`src/include/timer_params.svh`:
```
// Register offsets, control bit positions, reset values and divider ratios
// for the sixteen-bit timer. Included by the RTL and the bench.
// Offsets are word indices: the bus byte address is four times the index.
`ifndef TIMER_PARAMS_SVH
`define TIMER_PARAMS_SVH

`define TMR_OFS_CNT_HI 8'hE4
`define TMR_OFS_CNT_LO 8'hE5
`define TMR_OFS_REF_HI 8'hE6
`define TMR_OFS_REF_LO 8'hE7
`define TMR_OFS_CTRL 8'hE8
`define TMR_OFS_IRQ_STAT 8'hF0
`define TMR_OFS_IRQ_EN 8'hF4
`define TMR_OFS_IRQ_CLR 8'hF8

`define TMR_CTRL_PEND 0
`define TMR_CTRL_MCIE 1
`define TMR_CTRL_OVIE 2
`define TMR_CTRL_CLR 3
`define TMR_CTRL_EDGE_LO 4
`define TMR_CTRL_EDGE_HI 5
`define TMR_CTRL_CKS_LO 6
`define TMR_CTRL_CKS_HI 7
`define TMR_CTRL_RESET 8'h00

`define TMR_DIV4 4
`define TMR_DIV8 8
`define TMR_DIV16 16
`define TMR_AXI_OKAY 2'h0
`define TMR_AXI_SLVERR 2'h2

`endif

```
`src/include/timer_pkg.sv`:
```
// Types shared by the sixteen-bit timer: clock source, edge select, control.
// Assumes the params header is on the include path.
package timer_pkg;
    typedef enum logic [1:0] {
        CKS_DIV4 = 2'b00,
        CKS_DIV8 = 2'b01,
        CKS_DIV16 = 2'b10,
        CKS_CNTA = 2'b11
    } clk_sel_t;

    typedef enum logic [1:0] {
        EDGE_RISE = 2'b00,
        EDGE_FALL = 2'b01,
        EDGE_BOTH = 2'b10,
        EDGE_BOTH2 = 2'b11
    } edge_sel_t;

    // Control fields other than the pending flag and the clear strobe
    typedef struct packed {
        logic capture_mode;
        clk_sel_t clk_sel;
        edge_sel_t edge_sel;
        logic overflow_ie;
        logic match_ie;
    } ctrl_t;
endpackage : timer_pkg

```
`src/rtl/timer_16bit_match_capture.sv`:
```
// Sixteen-bit up timer with overflow, match and capture, AXI4-Lite slave.
// Assumes one 40 MHz clock, inputs synchronous to it, software as master.
// Functional notes
// - Timer tick is osc/4, /8, /16 or the companion counter flip-flop.
// - Overflow request raised at count FFFF when overflow enable is set.
// - After overflow the count wraps to zero and keeps counting.
// - Writing one to control bit 3 clears the count at once.
// - Match mode: count equal to reference raises interrupt, clears count.
// - Capture mode: selected trigger edge raises match/capture request.
// - Control bits 5:4 select rising, falling or both capture edges.
// - Control bit 0 is pending flag, read one, cleared by writing zero.
// - Separate match/capture interrupt enable, independent of overflow.
// - Overflow request has priority over match/capture request.
// - Reset clears control: divide by four, interval mode, irqs off.
// - Count readable as two read-only bytes; reference bytes read/write.
`include "timer_params.svh"
`timescale 1ns/10ps
`default_nettype none

module timer_16bit_match_capture
    import timer_pkg::*;
#(
    parameter int CNT_W = 16
) (
    input wire logic clk,
    input wire logic sys_rst,
    input wire logic clk_en,
    input wire logic cnta_ff,
    input wire logic capture_in,
    input wire logic [9:0] s_axi_awaddr,
    input wire logic s_axi_awvalid,
    output logic s_axi_awready,
    input wire logic [31:0] s_axi_wdata,
    input wire logic [3:0] s_axi_wstrb,
    input wire logic s_axi_wvalid,
    output logic s_axi_wready,
    output logic [1:0] s_axi_bresp,
    output logic s_axi_bvalid,
    input wire logic s_axi_bready,
    input wire logic [9:0] s_axi_araddr,
    input wire logic s_axi_arvalid,
    output logic s_axi_arready,
    output logic [31:0] s_axi_rdata,
    output logic [1:0] s_axi_rresp,
    output logic s_axi_rvalid,
    input wire logic s_axi_rready,
    output logic ovf_req,
    output logic mc_req,
    output logic irq
);
    localparam int DIVW = 4;

    ctrl_t ctrl_r;
    logic pend_r;
    logic [CNT_W-1:0] cnt_r;
    logic [7:0] ref_hi_r;
    logic [7:0] ref_lo_r;
    logic [3:0] div_r;
    logic cnta_d_r;
    logic cap_s1_r;
    logic cap_s2_r;
    logic cap_d_r;
    logic [1:0] ist_r;
    logic [1:0] ien_r;
    logic tick;
    logic cap_evt;
    logic ovf_evt;
    logic match_evt;
    logic mc_evt;
    logic cnt_clr;
    logic [CNT_W-1:0] ref_val;
    logic [15:0] cnt16;
    logic [1:0] edge_code;

    // AXI write side
    logic [7:0] awaddr_r;
    logic aw_have_r;
    logic [31:0] wdata_r;
    logic [3:0] wstrb_r;
    logic w_have_r;
    logic wr_go;
    logic [7:0] wb;

    // Byte views stay 16 bits; a narrow counter matches the low ref bits
    assign ref_val = CNT_W'({ref_hi_r, ref_lo_r});
    assign cnt16 = 16'(cnt_r);
    assign edge_code = 2'(ctrl_r.edge_sel + 2'h1);

    // Tick from prescaler or companion flip-flop rising edge
    always_comb begin
        unique case (ctrl_r.clk_sel)
            CKS_DIV4: tick = (div_r[1:0] == 2'b11);
            CKS_DIV8: tick = (div_r[2:0] == 3'b111);
            CKS_DIV16: tick = (div_r == 4'hF);
            CKS_CNTA: tick = cnta_ff & ~cnta_d_r;
        endcase
    end

    // Free-running prescaler; always runs so the ratio change is glitch free
    always_ff @(posedge clk) begin
        if (sys_rst) begin
            div_r <= 4'h0;
            cnta_d_r <= 1'b0;
        end else if (clk_en) begin
            div_r <= div_r + 4'h1;
            cnta_d_r <= cnta_ff;
        end
    end

    // Capture input: two-flop sync, edge seen only on ticks
    always_ff @(posedge clk) begin
        if (sys_rst) begin
            cap_s1_r <= 1'b0;
            cap_s2_r <= 1'b0;
            cap_d_r <= 1'b0;
        end else if (clk_en) begin
            cap_s1_r <= capture_in;
            cap_s2_r <= cap_s1_r;
            if (tick)
                cap_d_r <= cap_s2_r;
        end
    end

    // Edge qualification per selected trigger
    always_comb begin
        unique case (ctrl_r.edge_sel)
            EDGE_RISE: cap_evt = cap_s2_r & ~cap_d_r;
            EDGE_FALL: cap_evt = ~cap_s2_r & cap_d_r;
            EDGE_BOTH, EDGE_BOTH2: cap_evt = cap_s2_r ^ cap_d_r;
        endcase
        cap_evt = cap_evt & tick & ctrl_r.capture_mode;
    end

    assign ovf_evt = tick & (cnt_r == {CNT_W{1'b1}});
    assign match_evt = tick & ~ctrl_r.capture_mode & (cnt_r == ref_val);
    assign mc_evt = match_evt | cap_evt;
    assign cnt_clr = wr_go && awaddr_r == `TMR_OFS_CTRL && wstrb_r[0]
        && wdata_r[`TMR_CTRL_CLR];

    // Counter: software clear, match clear, wrap at all ones
    always_ff @(posedge clk) begin
        if (sys_rst) begin
            cnt_r <= '0;
        end else if (clk_en) begin
            if (cnt_clr)
                cnt_r <= '0;
            else if (match_evt)
                cnt_r <= '0;
            else if (tick)
                cnt_r <= cnt_r + 1'b1; // wraps FFFF to 0
        end
    end

    // Pending flag: hardware set wins over software clear
    always_ff @(posedge clk) begin
        if (sys_rst) begin
            pend_r <= 1'b0;
        end else if (clk_en) begin
            if (mc_evt)
                pend_r <= 1'b1;
            else if (wr_go && awaddr_r == `TMR_OFS_CTRL && wstrb_r[0]
                     && !wdata_r[`TMR_CTRL_PEND])
                pend_r <= 1'b0;
        end
    end

    // Control and reference registers; capture overrides reference writes
    always_ff @(posedge clk) begin
        if (sys_rst) begin
            ctrl_r <= ctrl_t'(7'h00);
            ref_hi_r <= 8'h00;
            ref_lo_r <= 8'h00;
        end else if (clk_en) begin
            if (wr_go && wstrb_r[0]) begin
                // Bits 7:6 pick the source; edge code 00 means interval mode
                if (awaddr_r == `TMR_OFS_CTRL)
                    ctrl_r <= '{capture_mode: |wb[5:4],
                        clk_sel: clk_sel_t'(wb[7:6]),
                        edge_sel: edge_sel_t'(wb[5:4] - 2'h1),
                        overflow_ie: wb[2], match_ie: wb[1]};
                if (awaddr_r == `TMR_OFS_REF_HI)
                    ref_hi_r <= wb;
                if (awaddr_r == `TMR_OFS_REF_LO)
                    ref_lo_r <= wb;
            end
            if (cap_evt) begin
                ref_hi_r <= cnt16[15:8];
                ref_lo_r <= cnt16[7:0];
            end
        end
    end
    assign wb = wdata_r[7:0];

    // Requests; overflow masks match/capture request while both pend
    assign ovf_req = ctrl_r.overflow_ie & ist_r[0];
    assign mc_req = ctrl_r.match_ie & pend_r & ~ovf_req;

    // Sticky status: bit0 overflow, bit1 match/capture; set wins
    always_ff @(posedge clk) begin
        if (sys_rst) begin
            ist_r <= 2'b00;
            ien_r <= 2'b00;
        end else if (clk_en) begin
            if (wr_go && wstrb_r[0] && awaddr_r == `TMR_OFS_IRQ_EN)
                ien_r <= wb[1:0];
            ist_r <= (ist_r & ~((wr_go && wstrb_r[0] &&
                awaddr_r == `TMR_OFS_IRQ_CLR) ? wb[1:0] : 2'b00))
                | {mc_evt, ovf_evt};
        end
    end
    assign irq = |(ist_r & ien_r);

    // Write channel capture; address and data may come in either order
    // No handshake offered while frozen, or it would be lost
    assign s_axi_awready = clk_en & ~aw_have_r & ~s_axi_bvalid;
    assign s_axi_wready = clk_en & ~w_have_r & ~s_axi_bvalid;
    assign wr_go = aw_have_r & w_have_r & ~s_axi_bvalid;
    always_ff @(posedge clk) begin
        if (sys_rst) begin
            aw_have_r <= 1'b0;
            w_have_r <= 1'b0;
            awaddr_r <= 8'h00;
            wdata_r <= 32'h0;
            wstrb_r <= 4'h0;
            s_axi_bvalid <= 1'b0;
            s_axi_bresp <= `TMR_AXI_OKAY;
        end else if (clk_en) begin
            if (s_axi_awvalid && s_axi_awready) begin
                aw_have_r <= 1'b1;
                awaddr_r <= s_axi_awaddr[9:2]; // Word index
            end
            if (s_axi_wvalid && s_axi_wready) begin
                w_have_r <= 1'b1;
                wdata_r <= s_axi_wdata;
                wstrb_r <= s_axi_wstrb;
            end
            if (wr_go) begin
                aw_have_r <= 1'b0;
                w_have_r <= 1'b0;
                s_axi_bvalid <= 1'b1;
                unique case (awaddr_r)
                    `TMR_OFS_REF_HI, `TMR_OFS_REF_LO, `TMR_OFS_CTRL,
                    `TMR_OFS_IRQ_EN, `TMR_OFS_IRQ_CLR:
                        s_axi_bresp <= `TMR_AXI_OKAY;
                    default: s_axi_bresp <= `TMR_AXI_SLVERR;
                endcase
            end else if (s_axi_bvalid && s_axi_bready) begin
                s_axi_bvalid <= 1'b0;
            end
        end
    end

    // Read channel; one-cycle answer after address taken
    assign s_axi_arready = clk_en & ~s_axi_rvalid;
    always_ff @(posedge clk) begin
        if (sys_rst) begin
            s_axi_rvalid <= 1'b0;
            s_axi_rdata <= 32'h0;
            s_axi_rresp <= `TMR_AXI_OKAY;
        end else if (clk_en) begin
            if (s_axi_arvalid && s_axi_arready) begin
                s_axi_rvalid <= 1'b1;
                s_axi_rresp <= `TMR_AXI_OKAY;
                unique case (s_axi_araddr[9:2])
                    `TMR_OFS_CNT_HI: s_axi_rdata <= {24'h0, cnt16[15:8]};
                    `TMR_OFS_CNT_LO: s_axi_rdata <= {24'h0, cnt16[7:0]};
                    `TMR_OFS_REF_HI: s_axi_rdata <= {24'h0, ref_hi_r};
                    `TMR_OFS_REF_LO: s_axi_rdata <= {24'h0, ref_lo_r};
                    `TMR_OFS_CTRL: s_axi_rdata <= {24'h0, ctrl_r.clk_sel,
                        ctrl_r.capture_mode ? edge_code : 2'h0, 1'b0,
                        ctrl_r.overflow_ie, ctrl_r.match_ie, pend_r};
                    `TMR_OFS_IRQ_STAT: s_axi_rdata <= {30'h0, ist_r};
                    `TMR_OFS_IRQ_EN: s_axi_rdata <= {30'h0, ien_r};
                    default: begin
                        s_axi_rdata <= 32'h0;
                        s_axi_rresp <= `TMR_AXI_SLVERR;
                    end
                endcase
            end else if (s_axi_rvalid && s_axi_rready) begin
                s_axi_rvalid <= 1'b0;
            end
        end
    end

    // Checks
    AST_OVF_WRAP: assert property (@(posedge clk) disable iff (sys_rst)
        clk_en && ovf_evt && !cnt_clr |=> cnt_r == '0)
        else $error("count did not wrap after overflow");
    AST_MATCH_CLR: assert property (@(posedge clk) disable iff (sys_rst)
        clk_en && match_evt |=> cnt_r == '0 && pend_r)
        else $error("match did not clear count or set pending");
    AST_SW_CLR: assert property (@(posedge clk) disable iff (sys_rst)
        clk_en && cnt_clr |=> cnt_r == '0)
        else $error("software clear ignored");
    AST_OVF_REQ: assert property (@(posedge clk) disable iff (sys_rst)
        clk_en && ovf_evt && ctrl_r.overflow_ie |=> ovf_req)
        else $error("overflow request missing");
    AST_PRIO: assert property (@(posedge clk) disable iff (sys_rst)
        ovf_req |-> !mc_req)
        else $error("match request beside overflow request");
    AST_CAP_LATCH: assert property (@(posedge clk) disable iff (sys_rst)
        clk_en && cap_evt |=> ref_val == $past(cnt_r))
        else $error("capture value not latched");
    AST_PEND_SET: assert property (@(posedge clk) disable iff (sys_rst)
        clk_en && cap_evt |=> pend_r)
        else $error("capture did not set pending");
    AST_CAP_MODE: assert property (@(posedge clk) disable iff (sys_rst)
        !ctrl_r.capture_mode |-> !cap_evt)
        else $error("capture event outside capture mode");
    AST_RESET_CTRL: assert property (@(posedge clk)
        sys_rst |=> ctrl_r == ctrl_t'(7'h00) && !irq)
        else $error("control not cleared by reset");
    COV_OVF: cover property (@(posedge clk) disable iff (sys_rst) ovf_evt);
    COV_MATCH: cover property (@(posedge clk) disable iff (sys_rst)
        match_evt);
    COV_CAP: cover property (@(posedge clk) disable iff (sys_rst) cap_evt);
endmodule : timer_16bit_match_capture

`default_nettype wire

```
`config.mk`:
```
export PLATFORM = sky130hd
export DESIGN_NAME = timer_16bit_match_capture
export DESIGN_NICKNAME = d
export VERILOG_FILES = /design/src/include/timer_pkg.sv /design/src/rtl/timer_16bit_match_capture.sv
export VERILOG_INCLUDE_DIRS = /design/src /design/src/include
export SDC_FILE = /design/constraint.sdc
export NUM_CORES = 1
export LEC_CHECK = 0
export ABC_AREA = 1
export BUFFER_PORTS_ARGS = -buffer_cell sky130_fd_sc_hd__buf_2
export CORE_MARGIN = 3
export CORE_UTILIZATION = 51
export CTS_CLUSTER_DIAMETER = 150
export DETAILED_ROUTE_END_ITERATION = 8
export PLACE_DENSITY = 0.83
export SETUP_SLACK_MARGIN = 0.3
export SYNTH_ARGS = -nofsm -noshare
export SYNTH_HDL_FRONTEND = slang
export SYNTH_SLANG_ARGS = --single-unit
```
`constraint.sdc`:
```
create_clock -name clk -period 2.8 [get_ports clk]
set_input_delay 0 -clock clk [delete_from_list [all_inputs] [get_ports clk]]
set_output_delay 0 -clock clk [all_outputs]
set_load 0.02 [all_outputs]
```
=== Yosys cells after proc, flatten, opt, wreduce, memory -nomap -nowiden ===
Index checks and enable logic that the tools add are counted.

* Add/subtract/negate cells: 4
* Multiply operators: 0
* Divide/modulo/power cells: 0
* $lt $le $gt $ge: 0
* Eq/ne operators: 23
* Shift-type cells: 0
* Multiplexer cells: 26
* Bitwise logic cells: 33
* Reduce and logical (&&, ||, !) cells: 44

{| class="wikitable"
|+ Operator list
! kind !! number
|-
| == test 8 bit, second input constant || 12
|-
| case mux 8 bit (7 select lines) || 1
|-
| two-way mux 16 bit || 3
|-
| two-way mux 8 bit || 6
|-
| AND reduction 2 bit || 12
|-
| bitwise AND 1 bit || 18
|-
| adder 16 x 1 -> 16 bit, second input constant || 1
|-
| == test 16 bit || 1
|-
| == test 16 bit, second input constant || 1
|-
| nonzero test 2 bit || 8
|-
| logical AND 1 bit || 12
|-
| == test 2 bit, second input constant || 5
|-
| two-way mux 1 bit || 10
|-
| NOT 1 bit || 9
|-
| AND reduction 3 bit || 3
|-
| two-way mux 2 bit || 4
|-
| OR reduction 7 bit || 1
|-
| OR reduction 2 bit || 3
|-
| OR reduction 5 bit || 1
|-
| adder 4 x 1 -> 4 bit, second input constant || 1
|-
| bitwise AND 2 bit || 2
|-
| == test 2 x 1 -> 1 bit, second input constant || 2
|-
| == test 4 bit, second input constant || 1
|-
| logical NOT 2 bit || 2
|-
| 11 further kinds || 11
|}

* Register bits after elaboration: 109
* Latch bits: 0
* Memory bits (writable): 0
* ROM bits: 0
* Logic and storage cells: 156
* Memories kept: 0

=== Logic depth before layout (Yosys ltp) ===
Gate-level depths: netlist of run 1.

* Depth after elaboration: 8
* Gate-level depth with buffers: 14
* Gate-level depth less buffers: 13

=== Worst setup path before layout of run 1 ===
No wires, ideal clock.

* Kind: reg-to-reg
* Start point: register cap_s2_r
* End point: register ref_hi_r[5]
* Setup time: 0.117 ns
* Arrival time: 1.550 ns
* Required time: 2.683 ns
* Setup slack: 1.133 ns
* Cell stages (with the launch flop): 12
* Path buffers: 1
* Cells stage by stage: dfxtp_1 > inv_1 > ha_1 > o21ai_0 > o21ai_0 > nor2_1 > nand2_1 > buf_2 > nand2_1 > o21ai_0 > nor2_1 > nor2_1

* Cells in the longest elaborated chain, start to end: 7
* Elaborated cells on any way between the ends: 11
* Those cells by class: mux (2); bitwise (6); reduce/logical (3)

{| class="wikitable"
|+ RTL lines
! element !! RTL line !! RTL
|-
| start, declared || timer_16bit_match_capture.sv:61 || <nowiki>logic cap_s2_r;</nowiki>
|-
| start signal, assigned || timer_16bit_match_capture.sv:118 || <nowiki>cap_s2_r <= cap_s1_r;</nowiki>
|-
| NOT 1 bit || timer_16bit_match_capture.sv:128 || <nowiki>EDGE_FALL: cap_evt = ~cap_s2_r & cap_d_r;</nowiki>
|-
| bitwise AND 1 bit || timer_16bit_match_capture.sv:128 ||
|-
| case mux 1 bit (3 select lines) (*) || timer_16bit_match_capture.sv:126 || <nowiki>unique case (ctrl_r.edge_sel)</nowiki>
|-
| bitwise AND 1 bit (*) (2 in a row) || timer_16bit_match_capture.sv:131 || <nowiki>cap_evt = cap_evt & tick & ctrl_r.capture_mode;</nowiki>
|-
| nonzero test 2 bit (no line) || n/a ||
|-
| AND reduction 3 bit (no line) || n/a ||
|-
| end signal, assigned || timer_16bit_match_capture.sv:182 || <nowiki>ref_hi_r <= wb;</nowiki>
|-
| end signal, assigned || timer_16bit_match_capture.sv:187 || <nowiki>ref_hi_r <= cnt16[15:8];</nowiki>
|-
| end, declared || timer_16bit_match_capture.sv:56 || <nowiki>logic [7:0] ref_hi_r;</nowiki>
|}

Every way passes the cells marked *; elsewhere a longest branch is shown, timed or not.
A chain may end at the register's enable or synchronous reset.

=== Worst setup path after layout of run 1 ===
* Start point: register div_r[0]
* End point: register ref_lo_r[5]

* Cells in the longest elaborated chain, start to end: 6
* Elaborated cells on any way between the ends: 10
* Those cells by class: eq/ne (3); mux (2); bitwise (2); reduce/logical (3)

{| class="wikitable"
|+ RTL lines
! element !! RTL line !! RTL
|-
| start, declared || timer_16bit_match_capture.sv:58 || <nowiki>logic [3:0] div_r;</nowiki>
|-
| start signal, assigned || timer_16bit_match_capture.sv:105 || <nowiki>div_r <= div_r + 4'h1;</nowiki>
|-
| == test 4 bit (tied with other cells) || timer_16bit_match_capture.sv:94 || <nowiki>CKS_DIV16: tick = (div_r == 4'hF);</nowiki>
|-
| case mux 1 bit (4 select lines) (*) || timer_16bit_match_capture.sv:91 || <nowiki>unique case (ctrl_r.clk_sel)</nowiki>
|-
| bitwise AND 1 bit (*) (2 in a row) || timer_16bit_match_capture.sv:131 ||
|-
| nonzero test 2 bit (no line) || n/a ||
|-
| AND reduction 3 bit (no line) || n/a ||
|-
| end signal, assigned || timer_16bit_match_capture.sv:184 || <nowiki>ref_lo_r <= wb;</nowiki>
|-
| end signal, assigned || timer_16bit_match_capture.sv:188 || <nowiki>ref_lo_r <= cnt16[7:0];</nowiki>
|-
| end, declared || timer_16bit_match_capture.sv:57 || <nowiki>logic [7:0] ref_lo_r;</nowiki>
|}

Marks and branches as above.

==> flow_summary.toml, run 1 <==
[cts]
clkSinkCount = 83
htreeDepth = 3
cts_buffers = 9
cts-root-buf = "clkbuf_8"
clock_path_buffers = 2
clk_pin_slew_ns = 0.09
clock_latency_ns = 0.37
cts_tree = "built"

[worst_setup_path]
crit_required_ns = 3.06
crit_cells = 13
critical_path.slowest_cell = "dfxtp_1"
crit_path_frequent_cell = "nor2_1"
r2r.worst_path.cells = 13
crit_family = "simple AND/OR/NAND/NOR gates"
critPathLaunch = "div_r[0]"
arrival_ns = 2.56
worstSetupPathType = "flop to flop"
cp-start-kind = "flop"
cp-end-kind = "flop"
cp_num_buf_inv = 2
timing.rr.end = "ref_lo_r[5]"
regToRegStartpoint = "div_r[0]"
worst-path-max-fanout = 9
setup.worst_path.end = "ref_lo_r[5]"
critPathMaxStageDelay_ns = 0.38
r2r_setup_slack_ns = 0.50
path_cells = "ha_1, ha_1, nor2_1, nor2_1, nand2_1, nand2_1, nand2_2, inv_1, nand2_2, nand2_1, inv_2, nor2_1, nor2_1"

[floorplanning]
start_util_pct = 53.2
die_h_um = 102
dieArea_mm2 = 0.0104
num_rows = 34
core_area_mm2 = 0.00885
fp.dieW_um = 102
boundaryPins = 110

[placed_design]
gp_congestion = 0.967
hpwlAfterDp_um = 9400
numPortBuffers = 52
place_area_mm2 = 0.00492
dpl_worst_slack_ns = 0.638

[sta]
setup_tns_ns = 0
skew_ns = 0.0128
slew_viol_final = 0
slew_headroom_pct = 52.8
layout_setup_ws_ns = 0.500
setup_viol = 0
timing.fmax_mhz = 435
hold_violations = 0
post-route-period-util_pct = 82.2
fin_crit_ns = 2.30
rsz0062_at_grt = "no"
tightest_slew_ns = 0.706

[drt]
avgViaCountPerCell = 5.36
wire_per_inst_um = 14.4
drt_first_pass_iters = 5
vias = 4795
ant_nets = 0
initialDrtViolationCount = 312
drt-total-wl_um = 12900
drc = 0

[yosys]
yosysTopAreaCellShare_pct = 35.3
synth_edf_count = 0
seq_area_frac_synth_pct = 35.3
synthFlopType = "dfxtp_1"
synth_cells = 714
yosysWarnings = 0
synth_cell_type_count = 37
syn_avg_cell_area_um2 = 6.59
synth.cell_area_mm2 = 0.00471
synthTopCellsByArea = "dfxtp_1, nand2_1, o21ai_0"
yosysTopAreaCell = "dfxtp_1"
async_flop_share_pct = 0
ys_ff_latch = 83

[job]
drv_cap = 0

[min_path]
hold_path_class = "input pin to flop"

[grt]
grt_antenna_before_repair = 0
grt_use_total_pct = 25.5
grt_pass1_vias = 4507
grt_pass1_wl_um = 20900
overflow = 0
grt_start_max_net_pins = 26

[status]
status = "complete, no violations"

[cells_and_area]
fin_nets = 858
drive_gt1_share_pct = 12.8
layout-area-overhead-vs-synth_pct = 14.1
utilization_pct = 60.7
final_area_mm2 = 0.00537
diodes = 0

[power_and_ir_drop]
p_leak_nw = 2.38
ir_drop_uv = 297
powerDensity_mw_per_mm2 = 466
-- Yosys cell counts, types with 2 or more instances --
library cell	n
xor2_1	7
ha_1	10
nand3_1	42
clkbuf_1	9
o21ai_1	2
buf_2	6
nor2_2	5
nand2_1	149
dfxtp_1	83
inv_1	71
inv_2	7
nor4_1	3
buf_4	27
nand4_1	7
or2_2	2
nand3b_1	3
nor3_4	2
nor2_4	2
a21oi_1	39
o21ai_0	88
nor3_2	4
nor3_1	10
nand3_2	3
nand2_2	4
nor2_1	115
a211oi_1	3
-- cell type report --
class / instances / area [um2]
clock buffer: 9 / 124
clock inverter: 7 / 106
fill: 816 / 3480
inverter: 78 / 293
multi-input combinational: 534 / 2550
sequential: 83 / 1660
tap: 108 / 135
timing repair buffer: 76 / 495
-- worst min path at each step --
| stage | startpoint | to | slack, ns | cells past startpoint |
|---|---|---|---|---|
| final | clk_en | div_r[0] | 0.01 | 2 |
| after global routing | clk_en | div_r[0] | 0.02 | 2 |
| after CTS | clk_en | div_r[0] | 0.01 | 2 |
| after detailed placement | capture_in | cap_s1_r | 0.23 | 3 |
| after global placement | capture_in | cap_s1_r | 0.23 | 3 |
| after floorplan | sys_rst | ctrl_r[1] | 0.08 | 1 |
-- placed cells by master, fill, tap and decap left out, drive strengths merged, types with 2 or more instances in the layout --
cell type	Yosys	layout
xor2	7	7
a211oi	3	3
nand2	154	154
conb	1	26
nor4	3	3
o21ai	90	90
clkinv	0	2
nand4	7	7
ha	10	10
nand3b	4	4
a21oi	39	39
clkbuf	9	9
nor3	16	16
dlygate4sd3	0	22
dfxtp	83	83
or2	4	4
inv	78	81
nor2	122	122
buf	35	54
nand3	45	45
bufinv	0	2
-- metal layers --
| layer | global-route usage, % | vias up | part of all wire, % |
|---|---|---|---|
| li1 | - | 2385 | - |
| met1 | 32.3 | 2149 | 42 |
| met2 | 42.6 | 227 | 48 |
| met3 | 4.85 | 34 | 7.6 |
| met4 | 10.9 | 0 | 2.8 |
| met5 | 0 | - | 0 |
-- power by group --
| group | internal, mW | leakage (nW) | switching (mW) | total (mW) |
|---|---|---|---|---|
| logic | 0.0874 | 1.59 | 0.171 | 0.259 |
| registers | 1.21 | 0.674 | 0.0261 | 1.24 |
| clock network | 0.518 | 0.116 | 0.486 | 1.00 |
| total | 1.82 | 2.38 | 0.683 | 2.50 |
-- kinds of logic after synthesis --
kind of cell             count (synthesis)  synth area share [%]
AO/OA/AOI/OAI                          135                  14.8
other                                    1                0.0797
adder cells (fa/ha/maj)                 10                  2.66
flip-flops                              83                  35.3
buffers and inverters                  122                  12.4
XOR/XNOR                                 8                  1.49
AND/OR/NAND/NOR                        355                  33.3
-- worst reg2reg max path: cells and delay by family (launching register included) --
family / cells / cell delay, ns
buffers and inverters: 2 / 0.32
and+or+nand+nor: 9 / 1.08
adders and majority gates: 2 / 0.43
DFF: 1 / 0.38
-- stage by stage --
| step | hold WS [ns] | std cells | total power [mW] |
|---|---|---|---|
| after floorplan | 0.0785 | 739 | 1.45 |
| after global placement | 0.226 | 857 | 1.48 |
| after detailed placement | 0.226 | 857 | 1.49 |
| after CTS | 0.0107 | 895 | 2.50 |
| after global routing | 0.0225 | 895 | 2.59 |
| final | 0.0114 | 895 | 2.50 |
-- what timing repair did --
action	in CTS	in global routing
hold buffers	22	0
gates resized for setup	0	0
endpoints found under the hold margin	22	0
endpoints found under the setup margin	0	0
setup buffers	0	0
-- flip-flops by register name, indices dropped and copies added (netlist names) --
signal	cells
ist_r	2
wstrb_r	1
ref_lo_r	8
ctrl_r	7
s_axi_rresp	1
cap_s2_r	1
ien_r	2
s_axi_rdata	8
cnta_d_r	1
cap_s1_r	1
cap_d_r	1
wdata_r	8
w_have_r	1
s_axi_bresp	1
div_r	4
s_axi_bvalid	1
aw_have_r	1
cnt16	16
s_axi_rvalid	1
awaddr_r	8
pend_r	1
ref_hi_r	8
No activity file was read; power rests on OpenSTA's default activity.
==> run 2, diff against run 1 <==
--- a/config.mk
+++ b/config.mk
@@ -9,10 +9,10 @@
 export ABC_AREA = 1
 export BUFFER_PORTS_ARGS = -buffer_cell sky130_fd_sc_hd__buf_2
 export CORE_MARGIN = 3
-export CORE_UTILIZATION = 51
+export CORE_UTILIZATION = 49
 export CTS_CLUSTER_DIAMETER = 150
 export DETAILED_ROUTE_END_ITERATION = 8
-export PLACE_DENSITY = 0.83
+export PLACE_DENSITY = 0.84
 export SETUP_SLACK_MARGIN = 0.3
 export SYNTH_ARGS = -nofsm -noshare
 export SYNTH_HDL_FRONTEND = slang
==> constraint.sdc (replaced) <==
create_clock -name clk -period 2 [get_ports clk]
set_input_delay 0 -clock clk [delete_from_list [all_inputs] [get_ports clk]]
set_output_delay 0 -clock clk [all_outputs]
set_load 0.02 [all_outputs]
==> run 2 against run 1 <==
Core utilization up 5.7 points. Wire length increased by 19%. Total power increased by 41%. Cell count grew 6.1%. Combinational power increased by 71%. Die area increased by 3.8%.
==> flow_summary.toml, run 2 (synthesized netlist as in run 1, its figures left out) <==
[worst_setup_path]
worst-path-max-fanout = 6
arrival_ns = 2.20
r2r.worst_path.cells = 11
regToRegStartpoint = "cap_s2_r"
cp-end-kind = "flop"
timing.rr.end = "ref_lo_r[2]"
worstSetupPathType = "flop to flop"
crit_required_ns = 2.26
r2r_setup_slack_ns = 0.05
cp-start-kind = "flop"

[floorplanning]
num_rows = 35
fp.dieW_um = 104
dieArea_mm2 = 0.0108
die_h_um = 104
start_util_pct = 50.7
core_area_mm2 = 0.00928
boundaryPins = 110

[cts]
clock_path_buffers = 2
htreeDepth = 3
clk_pin_slew_ns = 0.10
cts_tree = "built"
clock_latency_ns = 0.37
cts-root-buf = "clkbuf_8"
clkSinkCount = 83
cts_buffers = 9

[cells_and_area]
layout_commonest_cell = "nand2_1"
fin_nets = 892
layout-area-overhead-vs-synth_pct = 31.0
drive_gt1_share_pct = 25.3
largest_reg_flops = 16
diodes = 0
layout_common_cells = "nand2_1, nor2_1, dfxtp_1, inv_1, o21ai_0"

[grt]
grt_pass1_wl_um = 22700
grt_antenna_before_repair = 0
grt_pass1_vias = 4735
grt_use_total_pct = 25.5
overflow = 0
grt_start_max_net_pins = 40

[placed_design]
numPortBuffers = 52
hpwlAfterDp_um = 9120
gp_congestion = 0.950

[status]
status = "complete, no violations"

[power_and_ir_drop]
ir_drop_uv = 388
p_leak_nw = 2.66
powerDensity_mw_per_mm2 = 572

[sta]
fin_crit_ns = 1.95
post-route-period-util_pct = 97.3
tightest_slew_ns = 0.592
setup_tns_ns = 0
setup_viol = 0
hold_violations = 0
slew_viol_final = 0
slew_headroom_pct = 60.2
rsz0062_at_grt = "yes"
skew_ns = 0.0107
hold_ws_ns = 0.00406
timing.fmax_mhz = 514

[drt]
drt_first_pass_iters = 6
ant_nets = 0
initialDrtViolationCount = 601
drc = 0
drt-total-wl_um = 15400
avgViaCountPerCell = 5.62
vias = 5341
wire_per_inst_um = 16.2

[min_path]
whs_path_depth = 2
min_from = "sys_rst"
holdPathEnd = "ist_r[0]"
hold_path_class = "input pin to flop"

[job]
drv_cap = 0
==> run 2: worst max path at each step <==
stage	from	endpoint	slack [ns]	cells past startpoint
after floorplan	cap_s2_r	ref_hi_r[5]	0.33	11
after global placement	div_r[1]	ref_lo_r[3]	0.14	13
after detailed placement	div_r[1]	ref_lo_r[1]	0.07	13
after CTS	cap_s2_r	ref_lo_r[6]	0.23	11
after global routing	ctrl_r[3]	ref_lo_r[2]	0.04	12
final	cap_s2_r	ref_lo_r[2]	0.05	11
==> run 2: final cells by class <==
| cell class | instances | area (um2) |
|---|---|---|
| multi-input cells | 536 | 2940 |
| repair buffers | 108 | 855 |
| clock buffers | 9 | 124 |
| fillers | 732 | 3120 |
| clock inverters | 7 | 93.8 |
| inverters | 78 | 310 |
| flip-flops and latches | 83 | 1680 |
| well taps | 129 | 161 |
==> run 2: timing repair <==
action	in CTS	in global routing
resized for setup	71	72
gates cloned	3	2
hold buffers	22	0
pin swaps	11	29
hold endpoints to repair	21	0
endpoints found under the setup margin	32	51
buffers inserted	9	6
==> run 2: worst max-delay path, cell delays in order, from the launching register on <==
cell and delay, ns:
dfxtp_2 0.35, inv_2 0.05, ha_4 0.23, o21ai_2 0.11, o21ai_2 0.09, nor2_4 0.26
nand2_8 0.11, clkbuf_16 0.19, nand2_4 0.09, o21ai_4 0.07, nor2_1 0.19, nor2_1 0.08
==> run 2: per-stage QoR <==
| step | setup slack, ns | total power [mW] | std cells | cell area, um2 | utilization, % |
|---|---|---|---|---|---|
| 2_1_floorplan | 0.333 | 2.03 | 739 | 4800 | - |
| 3_3_place_gp | 0.144 | 2.09 | 892 | 5050 | 54.4 |
| 3_5_place_dp | 0.0729 | 2.09 | 892 | 5050 | 54.4 |
| 4_1_cts | 0.232 | 3.46 | 942 | 5800 | 62.5 |
| 5_1_grt | 0.0402 | 3.63 | 950 | 6160 | 66.4 |
| 6_report | 0.0549 | 3.52 | 950 | 6160 | 66.4 |
==> run 2: metal layers <==
metal / vias up / GRT usage [%] / part of all wire [%]
li1: 2471 / - / -
met4: 0 / 10.7 / 5.4
met3: 99 / 5.59 / 11
met1: 2387 / 32.9 / 38
met5: - / 0 / 0
met2: 384 / 41.1 / 46
==> run 2: where the power goes <==
group | switching, mW | leakage, nW | internal, mW
clock | 0.732 | 0.107 | 0.614
sequential | 0.0383 | 0.681 | 1.70
combinational | 0.284 | 1.87 | 0.159
